### src/pkg/host_port_pkg.sv
// constants shared by the strobed host input port and its leaf modules
package host_port_pkg;

  localparam int DATA_W = 8;
  localparam int RAM_DEPTH = 256;
  localparam int RAM_ADDR_W = 8;
  localparam int HEAD_PINS = 9;
  localparam int SYNC_STAGES = 2;

  // i/o space addresses on the multiplexed bus
  localparam logic [7:0] IO_ADDR_CMD = 8'h00;
  localparam logic [7:0] IO_ADDR_STATUS = 8'h00;
  localparam logic [7:0] IO_ADDR_PORT_A = 8'h01;
  localparam logic [7:0] IO_ADDR_PORT_B = 8'h02;
  localparam logic [7:0] IO_ADDR_PORT_C = 8'h03;
  localparam logic [7:0] IO_ADDR_LIMIT = 8'h04;

  // command register fields
  localparam int CMD_PA_OUT_BIT = 0;
  localparam int CMD_STROBED_BIT = 1;
  localparam logic [7:0] CMD_RESET_VAL = 8'h00;

  // port c write field: head pin nine
  localparam int PC_HEAD9_BIT = 4;

  // current limit register fields
  localparam int LIM_CARRIAGE_BIT = 0;
  localparam int LIM_FEED_BIT = 1;
  localparam logic [1:0] LIM_RESET_VAL = 2'h3;

  // status register fields
  localparam int ST_FULL_BIT = 0;
  localparam int ST_STROBED_BIT = 1;
  localparam int ST_FAIL_BIT = 2;

  localparam logic [7:0] BYTE_ZERO = 8'h00;

  typedef enum logic [2:0] {
    BUS_IDLE = 3'b001,
    BUS_READ = 3'b010,
    BUS_WRITE = 3'b100
  } bus_state_t;

endpackage : host_port_pkg

### src/rtl/byte_store_ram.sv
// single-port byte store with registered read data
`timescale 1ns/100ps
module byte_store_ram #(
  parameter int DEPTH = host_port_pkg::RAM_DEPTH,
  parameter int ADDR_W = host_port_pkg::RAM_ADDR_W,
  parameter int DATA_W = host_port_pkg::DATA_W
) (
  // clock
  input wire logic clk_in,
  // access
  input wire logic [ADDR_W-1:0] addr_in,
  input wire logic wr_en_in,
  input wire logic [DATA_W-1:0] wr_data_in,
  output logic [DATA_W-1:0] rd_data_out
);

  logic [DATA_W-1:0] mem [DEPTH];
  logic [DATA_W-1:0] rd_data_r;

  // contents are not cleared by reset, as in a real static ram
  always_ff @(posedge clk_in) begin
    if (wr_en_in) begin
      mem[addr_in] <= wr_data_in;
    end
    rd_data_r <= mem[addr_in];
  end

  assign rd_data_out = rd_data_r;

endmodule : byte_store_ram

### src/rtl/pin_sync.sv
// two-stage synchroniser for a group of asynchronous pins
`timescale 1ns/100ps
module pin_sync #(
  parameter int WIDTH = 1,
  parameter logic [WIDTH-1:0] RESET_VAL = '0
) (
  // clock and reset
  input wire logic clk_in,
  input wire logic rst_in,
  // pins
  input wire logic [WIDTH-1:0] async_in,
  output logic [WIDTH-1:0] sync_out
);

  logic [WIDTH-1:0] meta_r;
  logic [WIDTH-1:0] meta_nxt;
  logic [WIDTH-1:0] sync_r;
  logic [WIDTH-1:0] sync_nxt;

  always_comb begin
    meta_nxt = rst_in ? RESET_VAL : async_in;
    sync_nxt = rst_in ? RESET_VAL : meta_r;
  end

  always_ff @(posedge clk_in) begin
    meta_r <= meta_nxt;
    sync_r <= sync_nxt;
  end

  assign sync_out = sync_r;

endmodule : pin_sync

### src/rtl/strobed_host_input_port.sv
// strobed host input port with byte store and print head drive outputs
//
// Behaviour
// RL1 - port runs strobed input mode only after the controller commands it
// RL2 - host strobe arrives on port c bit 2 as an input
// RL3 - eight host data bits enter on port a lines 0 to 7
// RL4 - host byte is captured on the strobe's trailing edge
// RL5 - ready on port c bit 1 rises right after a byte is captured
// RL6 - host sets data then gives exactly one strobe pulse per byte
// RL7 - nine head solenoid outputs from port b lines and port c bit 4
// RL8 - internal 256-byte store holds received print data
// RL9 - controller reaches commands and data over 8-bit muxed address/data bus
// RL10 - port a lines also serve the expansion connector, both directions
// RL11 - supply failure forces the control logic back to its initial state
// RL12 - motor current limit outputs reduce heating while motors idle
// RL13 - ready stays high until the controller has read the captured byte; the code also drops it when strobed mode is left
`timescale 1ns/100ps
module strobed_host_input_port (
  // clock and reset
  input wire logic clk_in,
  input wire logic rst_in,
  // host side
  input wire logic port_c_bit2_strobe_n_in,
  input wire logic [7:0] port_a_lines_in,
  output logic [7:0] port_a_lines_out,
  output logic port_a_lines_oe_out,
  output logic port_c_bit1_out,
  // print head drive
  output logic [7:0] port_b_lines_out,
  output logic port_c_bit4_out,
  // motor current limiting
  output logic carriage_current_limit_out,
  output logic feed_current_limit_out,
  // controller multiplexed bus
  input wire logic [7:0] muxed_addr_data_bus_in,
  output logic [7:0] muxed_addr_data_bus_out,
  output logic muxed_addr_data_bus_oe_out,
  input wire logic addr_latch_en_in,
  input wire logic rd_n_in,
  input wire logic wr_n_in,
  input wire logic chip_sel_n_in,
  input wire logic io_sel_in,
  // supply monitor
  input wire logic supply_fail_in,
  output logic ctrl_reset_out
);
  localparam int DW = host_port_pkg::DATA_W;
  // synchronised pins
  logic [DW:0] host_s;
  logic [DW+5:0] bus_s;
  logic strobe_n_s;
  logic [DW-1:0] pa_s;
  logic [DW-1:0] ad_s;
  logic ale_s;
  logic rd_n_s;
  logic wr_n_s;
  logic cs_n_s;
  logic io_s;
  logic fail_s;

  pin_sync #(
    .WIDTH(DW + 1),
    .RESET_VAL({1'b1, host_port_pkg::BYTE_ZERO})
  ) u_host_sync (
    .clk_in(clk_in),
    .rst_in(rst_in),
    .async_in({port_c_bit2_strobe_n_in, port_a_lines_in}), // see RL2 RL3
    .sync_out(host_s)
  );

  pin_sync #(
    .WIDTH(DW + 6),
    .RESET_VAL({6'h0e, host_port_pkg::BYTE_ZERO})
  ) u_bus_sync (
    .clk_in(clk_in),
    .rst_in(rst_in),
    .async_in({supply_fail_in, addr_latch_en_in, rd_n_in, wr_n_in,
               chip_sel_n_in, io_sel_in, muxed_addr_data_bus_in}),
    .sync_out(bus_s)
  );

  assign strobe_n_s = host_s[DW];
  assign pa_s = host_s[DW-1:0];
  assign ad_s = bus_s[DW-1:0];
  assign io_s = bus_s[DW];
  assign cs_n_s = bus_s[DW+1];
  assign wr_n_s = bus_s[DW+2];
  assign rd_n_s = bus_s[DW+3];
  assign ale_s = bus_s[DW+4];
  assign fail_s = bus_s[DW+5];

  // generated reset from the supply monitor
  logic gen_rst_r;
  logic gen_rst_nxt;
  logic ctl_rst;
  always_comb begin
    gen_rst_nxt = rst_in | fail_s; // see RL11
  end
  always_ff @(posedge clk_in) begin
    gen_rst_r <= gen_rst_nxt;
  end
  // held one cycle longer than the failure so the logic restarts cleanly
  assign ctl_rst = rst_in | fail_s | gen_rst_r; // see RL11

  // bus phase tracking
  host_port_pkg::bus_state_t state_r;
  host_port_pkg::bus_state_t state_nxt;
  logic ale_prev_r;
  logic ale_prev_nxt;
  logic [7:0] addr_r;
  logic [7:0] addr_nxt;
  logic io_r;
  logic io_nxt;
  logic rd_done;
  logic wr_done;
  always_comb begin
    state_nxt = state_r;
    rd_done = 1'b0;
    wr_done = 1'b0;
    ale_prev_nxt = ale_s;
    addr_nxt = addr_r;
    io_nxt = io_r;
    // address and space select are taken as the latch enable falls
    if (ale_prev_r && !ale_s) begin // see RL9
      addr_nxt = ad_s;
      io_nxt = io_s;
    end
    case (state_r)
      host_port_pkg::BUS_IDLE: begin
        if (!cs_n_s && !rd_n_s) begin
          state_nxt = host_port_pkg::BUS_READ;
        end else if (!cs_n_s && !wr_n_s) begin
          state_nxt = host_port_pkg::BUS_WRITE;
        end
      end
      host_port_pkg::BUS_READ: begin
        if (rd_n_s) begin
          rd_done = 1'b1;
          state_nxt = host_port_pkg::BUS_IDLE;
        end
      end
      host_port_pkg::BUS_WRITE: begin
        // data is taken at the trailing edge of the write strobe
        if (wr_n_s) begin
          wr_done = 1'b1;
          state_nxt = host_port_pkg::BUS_IDLE;
        end
      end
      default: begin
        state_nxt = host_port_pkg::BUS_IDLE;
      end
    endcase
    if (ctl_rst) begin
      state_nxt = host_port_pkg::BUS_IDLE;
      ale_prev_nxt = 1'b0;
      addr_nxt = host_port_pkg::BYTE_ZERO;
      io_nxt = 1'b0;
    end
  end
  always_ff @(posedge clk_in) begin
    state_r <= state_nxt;
    ale_prev_r <= ale_prev_nxt;
    addr_r <= addr_nxt;
    io_r <= io_nxt;
  end

  // byte store
  logic ram_we;
  logic [DW-1:0] ram_rd_data;
  assign ram_we = wr_done && !io_r;
  byte_store_ram #(
    .DEPTH(host_port_pkg::RAM_DEPTH),
    .ADDR_W(host_port_pkg::RAM_ADDR_W),
    .DATA_W(DW)
  ) u_store (
    .clk_in(clk_in),
    .addr_in(addr_r), // see RL8
    .wr_en_in(ram_we),
    .wr_data_in(ad_s),
    .rd_data_out(ram_rd_data)
  );

  // control registers and host capture
  logic [7:0] cmd_r;
  logic [7:0] cmd_nxt;
  logic [7:0] pb_r;
  logic [7:0] pb_nxt;
  logic [7:0] pc_r;
  logic [7:0] pc_nxt;
  logic [1:0] lim_r;
  logic [1:0] lim_nxt;
  logic [7:0] pa_hold_r;
  logic [7:0] pa_hold_nxt;
  logic [7:0] pa_wr_r;
  logic [7:0] pa_wr_nxt;
  logic full_r;
  logic full_nxt;
  logic strobe_prev_r;
  logic strobe_prev_nxt;
  logic strobed_mode;
  logic pa_out_mode;
  logic capture;
  logic io_wr;
  assign strobed_mode = cmd_r[host_port_pkg::CMD_STROBED_BIT]; // see RL1
  assign pa_out_mode = cmd_r[host_port_pkg::CMD_PA_OUT_BIT];
  assign io_wr = wr_done && io_r;
  // strobe is active low: its trailing edge is the rise
  assign capture = strobed_mode && !pa_out_mode && !strobe_prev_r
                   && strobe_n_s; // see RL4 RL6
  always_comb begin
    cmd_nxt = cmd_r;
    pb_nxt = pb_r;
    pc_nxt = pc_r;
    lim_nxt = lim_r;
    pa_wr_nxt = pa_wr_r;
    pa_hold_nxt = pa_hold_r;
    full_nxt = full_r;
    strobe_prev_nxt = strobe_n_s;
    if (io_wr) begin
      case (addr_r)
        host_port_pkg::IO_ADDR_CMD: cmd_nxt = ad_s; // see RL1
        host_port_pkg::IO_ADDR_PORT_A: pa_wr_nxt = ad_s; // see RL10
        host_port_pkg::IO_ADDR_PORT_B: pb_nxt = ad_s; // see RL7
        host_port_pkg::IO_ADDR_PORT_C: pc_nxt = ad_s; // see RL7
        host_port_pkg::IO_ADDR_LIMIT: lim_nxt = ad_s[1:0]; // see RL12
        default: cmd_nxt = cmd_r;
      endcase
    end
    // reading the held byte frees the buffer; a new capture wins
    if (rd_done && io_r && addr_r == host_port_pkg::IO_ADDR_PORT_A) begin
      full_nxt = 1'b0; // see RL13
    end
    if (capture) begin
      pa_hold_nxt = pa_s; // see RL3 RL4
      full_nxt = 1'b1; // see RL5
    end
    // leaving strobed mode drops any pending handshake
    if (!strobed_mode) begin
      full_nxt = 1'b0;
    end
    if (ctl_rst) begin // see RL11
      cmd_nxt = host_port_pkg::CMD_RESET_VAL;
      pb_nxt = host_port_pkg::BYTE_ZERO;
      pc_nxt = host_port_pkg::BYTE_ZERO;
      lim_nxt = host_port_pkg::LIM_RESET_VAL;
      pa_wr_nxt = host_port_pkg::BYTE_ZERO;
      pa_hold_nxt = host_port_pkg::BYTE_ZERO;
      full_nxt = 1'b0;
      strobe_prev_nxt = 1'b1;
    end
  end
  always_ff @(posedge clk_in) begin
    cmd_r <= cmd_nxt;
    pb_r <= pb_nxt;
    pc_r <= pc_nxt;
    lim_r <= lim_nxt;
    pa_wr_r <= pa_wr_nxt;
    pa_hold_r <= pa_hold_nxt;
    full_r <= full_nxt;
    strobe_prev_r <= strobe_prev_nxt;
  end

  // read data and pin outputs, all registered
  logic [7:0] io_rd;
  logic [7:0] status;
  logic [7:0] ad_out_r;
  logic [7:0] ad_out_nxt;
  logic ad_oe_r;
  logic ad_oe_nxt;
  logic [7:0] pa_out_r;
  logic [7:0] pa_out_nxt;
  logic pa_oe_r;
  logic pa_oe_nxt;
  logic rdy_r;
  logic rdy_nxt;
  logic [7:0] head_b_r;
  logic [7:0] head_b_nxt;
  logic head9_r;
  logic head9_nxt;
  logic [1:0] lim_out_r;
  logic [1:0] lim_out_nxt;
  always_comb begin
    status = host_port_pkg::BYTE_ZERO;
    status[host_port_pkg::ST_FULL_BIT] = full_r;
    status[host_port_pkg::ST_STROBED_BIT] = strobed_mode;
    status[host_port_pkg::ST_FAIL_BIT] = fail_s;
    case (addr_r)
      host_port_pkg::IO_ADDR_STATUS: io_rd = status;
      host_port_pkg::IO_ADDR_PORT_A: io_rd = pa_out_mode ? pa_s : pa_hold_r;
      host_port_pkg::IO_ADDR_PORT_B: io_rd = pb_r;
      host_port_pkg::IO_ADDR_PORT_C: io_rd = pc_r;
      host_port_pkg::IO_ADDR_LIMIT: io_rd = {6'h00, lim_r};
      default: io_rd = host_port_pkg::BYTE_ZERO;
    endcase
  end

  always_comb begin
    ad_oe_nxt = (state_r == host_port_pkg::BUS_READ) && !rd_n_s; // see RL9
    ad_out_nxt = io_r ? io_rd : ram_rd_data; // see RL8 RL9
    pa_out_nxt = pa_wr_r;
    pa_oe_nxt = pa_out_mode && !strobed_mode; // see RL10
    rdy_nxt = full_nxt; // see RL5 RL13
    // head drive is cut at once on supply failure to protect the wires
    head_b_nxt = ctl_rst ? host_port_pkg::BYTE_ZERO : pb_nxt; // see RL7
    head9_nxt = ctl_rst ? 1'b0 : pc_nxt[host_port_pkg::PC_HEAD9_BIT];
    lim_out_nxt = lim_nxt; // see RL12
    if (rst_in) begin
      ad_oe_nxt = 1'b0;
      ad_out_nxt = host_port_pkg::BYTE_ZERO;
      pa_out_nxt = host_port_pkg::BYTE_ZERO;
      pa_oe_nxt = 1'b0;
    end
  end

  always_ff @(posedge clk_in) begin
    ad_out_r <= ad_out_nxt;
    ad_oe_r <= ad_oe_nxt;
    pa_out_r <= pa_out_nxt;
    pa_oe_r <= pa_oe_nxt;
    rdy_r <= rdy_nxt;
    head_b_r <= head_b_nxt;
    head9_r <= head9_nxt;
    lim_out_r <= lim_out_nxt;
  end

  assign muxed_addr_data_bus_out = ad_out_r;
  assign muxed_addr_data_bus_oe_out = ad_oe_r;
  assign port_a_lines_out = pa_out_r;
  assign port_a_lines_oe_out = pa_oe_r;
  assign port_c_bit1_out = rdy_r;
  assign port_b_lines_out = head_b_r;
  assign port_c_bit4_out = head9_r;
  assign carriage_current_limit_out = lim_out_r[host_port_pkg::LIM_CARRIAGE_BIT];
  assign feed_current_limit_out = lim_out_r[host_port_pkg::LIM_FEED_BIT];
  assign ctrl_reset_out = gen_rst_r;

endmodule : strobed_host_input_port

### config.mk
export PLATFORM = sky130hd
export DESIGN_NAME = strobed_host_input_port
export DESIGN_NICKNAME = d
export VERILOG_FILES = /design/src/pkg/host_port_pkg.sv /design/src/rtl/byte_store_ram.sv /design/src/rtl/pin_sync.sv /design/src/rtl/strobed_host_input_port.sv
export SDC_FILE = /design/constraint.sdc
export NUM_CORES = 2
export LEC_CHECK = 0
export BUFFER_PORTS_ARGS = -buffer_cell sky130_fd_sc_hd__buf_2
export CAP_MARGIN = 5
export CORE_UTILIZATION = 45
export CTS_BUF_LIST = sky130_fd_sc_hd__clkbuf_8
export DETAILED_ROUTE_END_ITERATION = 12
export GPL_TIMING_DRIVEN = 0
export PLACE_DENSITY = 0.69
export SETUP_SLACK_MARGIN = 0.15
export SYNTH_ARGS = -nofsm -noshare
export SYNTH_HDL_FRONTEND = slang
export SYNTH_SLANG_ARGS = --single-unit
export TNS_END_PERCENT = 5
### constraint.sdc
create_clock -name clk_in -period 12.9 [get_ports clk_in]
set_input_delay 1.29 -clock clk_in [delete_from_list [all_inputs] [get_ports clk_in]]
set_output_delay 1.29 -clock clk_in [all_outputs]
set_load 0.05 [all_outputs]
==> qor.txt <==
number of standard cells in the final layout excluding fillers -> 7,037
number of global-route vias before repair -> 42,767
standby leakage power -> 28.4 nW
most frequent cells in the layout -> sky130_fd_sc_hd__edfxtp_1, sky130_fd_sc_hd__mux4_2, sky130_fd_sc_hd__clkbuf_8
Routed WL -> 222,000 microns
count of vias placed by the detailed router -> 43,345
level count of the clock H-tree -> 5
power per unit of standard cell area -> 143 nW/um^2
FF-to-FF Start -> addr_r[3]
max frequency -> 0.181 GHz
horizontal die dimension -> 430 microns
global-route layer with the greatest usage -> met2
fraction of final layout cells sized beyond drive strength 1 -> 0.245
sequential area share after synthesis -> 0.777
clock edge transition at the registers on the reported setup and hold paths -> 0.07 ns
worst-case vdd ir drop -> 108 uV
register-to-register setup slack -> 7.37 ns
final worst-path setup slack -> 7.37 ns
gr usage total -> 0.238
Clock Tree Buf Depth -> 4
routing usage on met2 -> 0.361
placer's final routability congestion estimate -> 0.980
unrepaired setup endpoints after global routing -> false
first-pass iteration count of the detailed router -> 8
setup_tns -> 0 ns
gate count after technology mapping -> 3,962
hold bufs inserted after CTS -> 0
total CTS buffers -> 350
fill cell count -> 14,166
violated checks -> max-capacitance violations, max-slew violations
Root Driver -> sky130_fd_sc_hd__clkbuf_8
initial cell density of the core -> 0.455
endpoints failing hold -> 0
cell area after technology mapping -> 82,600 sq um
Overflow after GRT -> 0
share of the clock period used by the worst path -> 0.428
top_reg_cell synth -> sky130_fd_sc_hd__edfxtp_1
initial antenna violation count -> 11
post-route minimum period -> 5.53 ns
outcome -> finished, violations left
commonest non-fill, non-tap cell in the layout -> sky130_fd_sc_hd__edfxtp_1
Register-to-Register Path Depth -> 8
floorplan core area -> 182,000 sq um
number of clock sinks -> 2,181
kind of launch point of the worst setup path -> flop
Row Count -> 156
number of port buffers -> 55
first-pass GRT wire length -> 310,000 microns
remaining antenna violation count -> 0
share of synthesized registers carrying an async set or reset -> 0
Clock Skews -> 0.0689 ns
type of destination of the critical path -> flop
max capacitance violation total -> 1
maximum number of pins on one net before global-route repair -> 93
die extent in y -> 430 microns
Max Transition Viols Final -> 8
Routed wire per std cell -> 31.5 microns
Worst R2R End -> u_store.mem[160][1]
count of cells along the worst hold path -> 2
I/O pin count -> 56
required time of the critical path -> 13.53 ns
post-placement worst setup slack -> 7.56 ns
CP max FO -> 10
buffers inserted during post-CTS setup optimization -> 0
worst hold slack -> 0.407 ns
TritonCTS clock tree -> done
Layout Nets -> 4,428
DR DRC count -> 0
Final HPWL DP -> 143,000 microns
CTS-repair resized insts -> 0
synthesis-stage register bit count -> 2,181
WS Path Type -> flop to flop
capture endpoint of the worst hold path -> u_host_sync.meta_r[8]
DRC marker count from the first detailed-route iteration -> 5,759
measured slew at the worst slew-check pin -> 1.51 ns
met1 layer usage reported by global route -> 0.310
die area -> 185,000 sq um
combined area of the multi-input logic cells -> 17,200 sq um
arrival time reported for the critical path endpoint -> 6.16 ns
syn avg cell area -> 20.9 sq um
met3 track utilization from global routing -> 0.0740
Final Setup Violations -> 0
Yosys cell types -> 48
Post-Place Cells -> 6,420
synthesized net count -> 3,987
mean number of vias per cell -> 6.16
worst-case headroom to the max-slew limit -> -0.0121
total number of yosys warnings -> 0
number of synthesized flops with an enable pin -> 2,048
clock latency reported for the late side of the worst-skew pair -> 1.07 ns
min-delay worst type -> input pin to flop
FF/Latch Area -> 64,200 sq um
startpoint of the lowest-slack hold path -> port_c_bit2_strobe_n_in
synthesis-to-layout area growth -> 12.6%
worst max-delay path by stage:
stage,startpoint,endpoint,cells after the start,slack [ns]
after floorplan,u_bus_sync.sync_out[0],u_store.mem[0][0],0,8.56
after global placement,u_bus_sync.sync_out[1],u_store.mem[120][1],0,4.19
after detailed placement,addr_r[2],u_store.mem[128][7],8,7.56
after CTS,addr_r[2],u_store.mem[128][3],8,7.48
after global routing,addr_r[2],u_store.mem[128][3],8,7.44
final,addr_r[3],u_store.mem[160][1],8,7.37
per-layer routing:
metal	vias up	share of wire
li1	17424	-
met1	22546	0.36
met2	2783	0.46
met3	578	0.12
met4	14	0.053
met5	-	0.00040
cell type report:
cell class,count,share of cell area
sequential,2181,0.690
multi-input combinational,1521,0.185
clock inverter,242,0.0130
inverter,2,0.0000807
antenna,7,0.000188
timing repair buffer,89,0.0124
clock buffer,367,0.0543
tap,2370,0.0319
buffer,258,0.0132
sequential cells by signal, summed over array words and instances (netlist names), 8 cells and up:
signal	count
port_b_lines_out	8
u_store.rd_data_out	8
pa_wr_r	8
u_bus_sync.sync_out	14
addr_r	8
pc_r	8
u_host_sync.meta_r	9
pb_r	8
u_store.mem	2048
u_bus_sync.meta_r	14
port_a_lines_out	8
u_host_sync.sync_out	9
pa_hold_r	8
muxed_addr_data_bus_out	8
power breakdown:
| group | switching, mW | internal [mW] |
|---|---|---|
| sequential | 0.0144 | 7.71 |
| clock | 2.68 | 2.78 |
| combinational | 0.0974 | 0.0276 |
| total | 2.79 | 10.5 |
synthesized netlist by cell type, types with 11 or more instances:
cell type                  number  area share
sky130_fd_sc_hd__clkbuf_1     153      0.0070
sky130_fd_sc_hd__mux4_2       512        0.14
sky130_fd_sc_hd__a22oi_1      256       0.023
sky130_fd_sc_hd__nand2_1       76      0.0035
sky130_fd_sc_hd__buf_2         41      0.0025
sky130_fd_sc_hd__nor2b_1       53      0.0040
sky130_fd_sc_hd__dfxtp_1      133       0.032
sky130_fd_sc_hd__nor2_1       284       0.013
sky130_fd_sc_hd__edfxtp_1    2048        0.74
sky130_fd_sc_hd__nand3_1       30      0.0018
sky130_fd_sc_hd__o41ai_1       32      0.0034
sky130_fd_sc_hd__buf_1         33      0.0015
sky130_fd_sc_hd__buf_4         12      0.0011
sky130_fd_sc_hd__mux2i_1       18      0.0022
sky130_fd_sc_hd__a21oi_1      176       0.011
sky130_fd_sc_hd__buf_6         19      0.0026
sky130_fd_sc_hd__or2_2         11     0.00083
cells by family (layout without fill, tap and decap cells):
family          count (synthesis)  in the layout  share of synthesized area
other cells                     0              7                          0
compound gates                488            488                     0.0396
simple gates                  501            501                     0.0270
buf+inv                       260            958                     0.0147
flops                        2181           2181                      0.777
mux                           532            532                      0.142
per-stage QoR:
stage | util | instance area [sq um] | total power [mW]
global route | 0.513 | 93100 | 13.6
finish | 0.513 | 93100 | 13.3
CTS | 0.513 | 93000 | 13.3
floorplan | - | 82600 | 7.94
detailed placement | 0.478 | 86800 | 8.00
global placement | 0.473 | 85900 | 8.02
critical path: stages (launching register included):
cell,delay (ns)
sky130_fd_sc_hd__dfxtp_1,0.31
sky130_fd_sc_hd__clkbuf_1,0.21
sky130_fd_sc_hd__nor2_1,0.65
sky130_fd_sc_hd__clkbuf_1,1.13
sky130_fd_sc_hd__clkbuf_1,0.59
sky130_fd_sc_hd__nand2_1,0.91
sky130_fd_sc_hd__clkbuf_2,0.40
sky130_fd_sc_hd__buf_12,0.21
sky130_fd_sc_hd__nor2_1,0.62
Power figures use the tool's default switching activity.
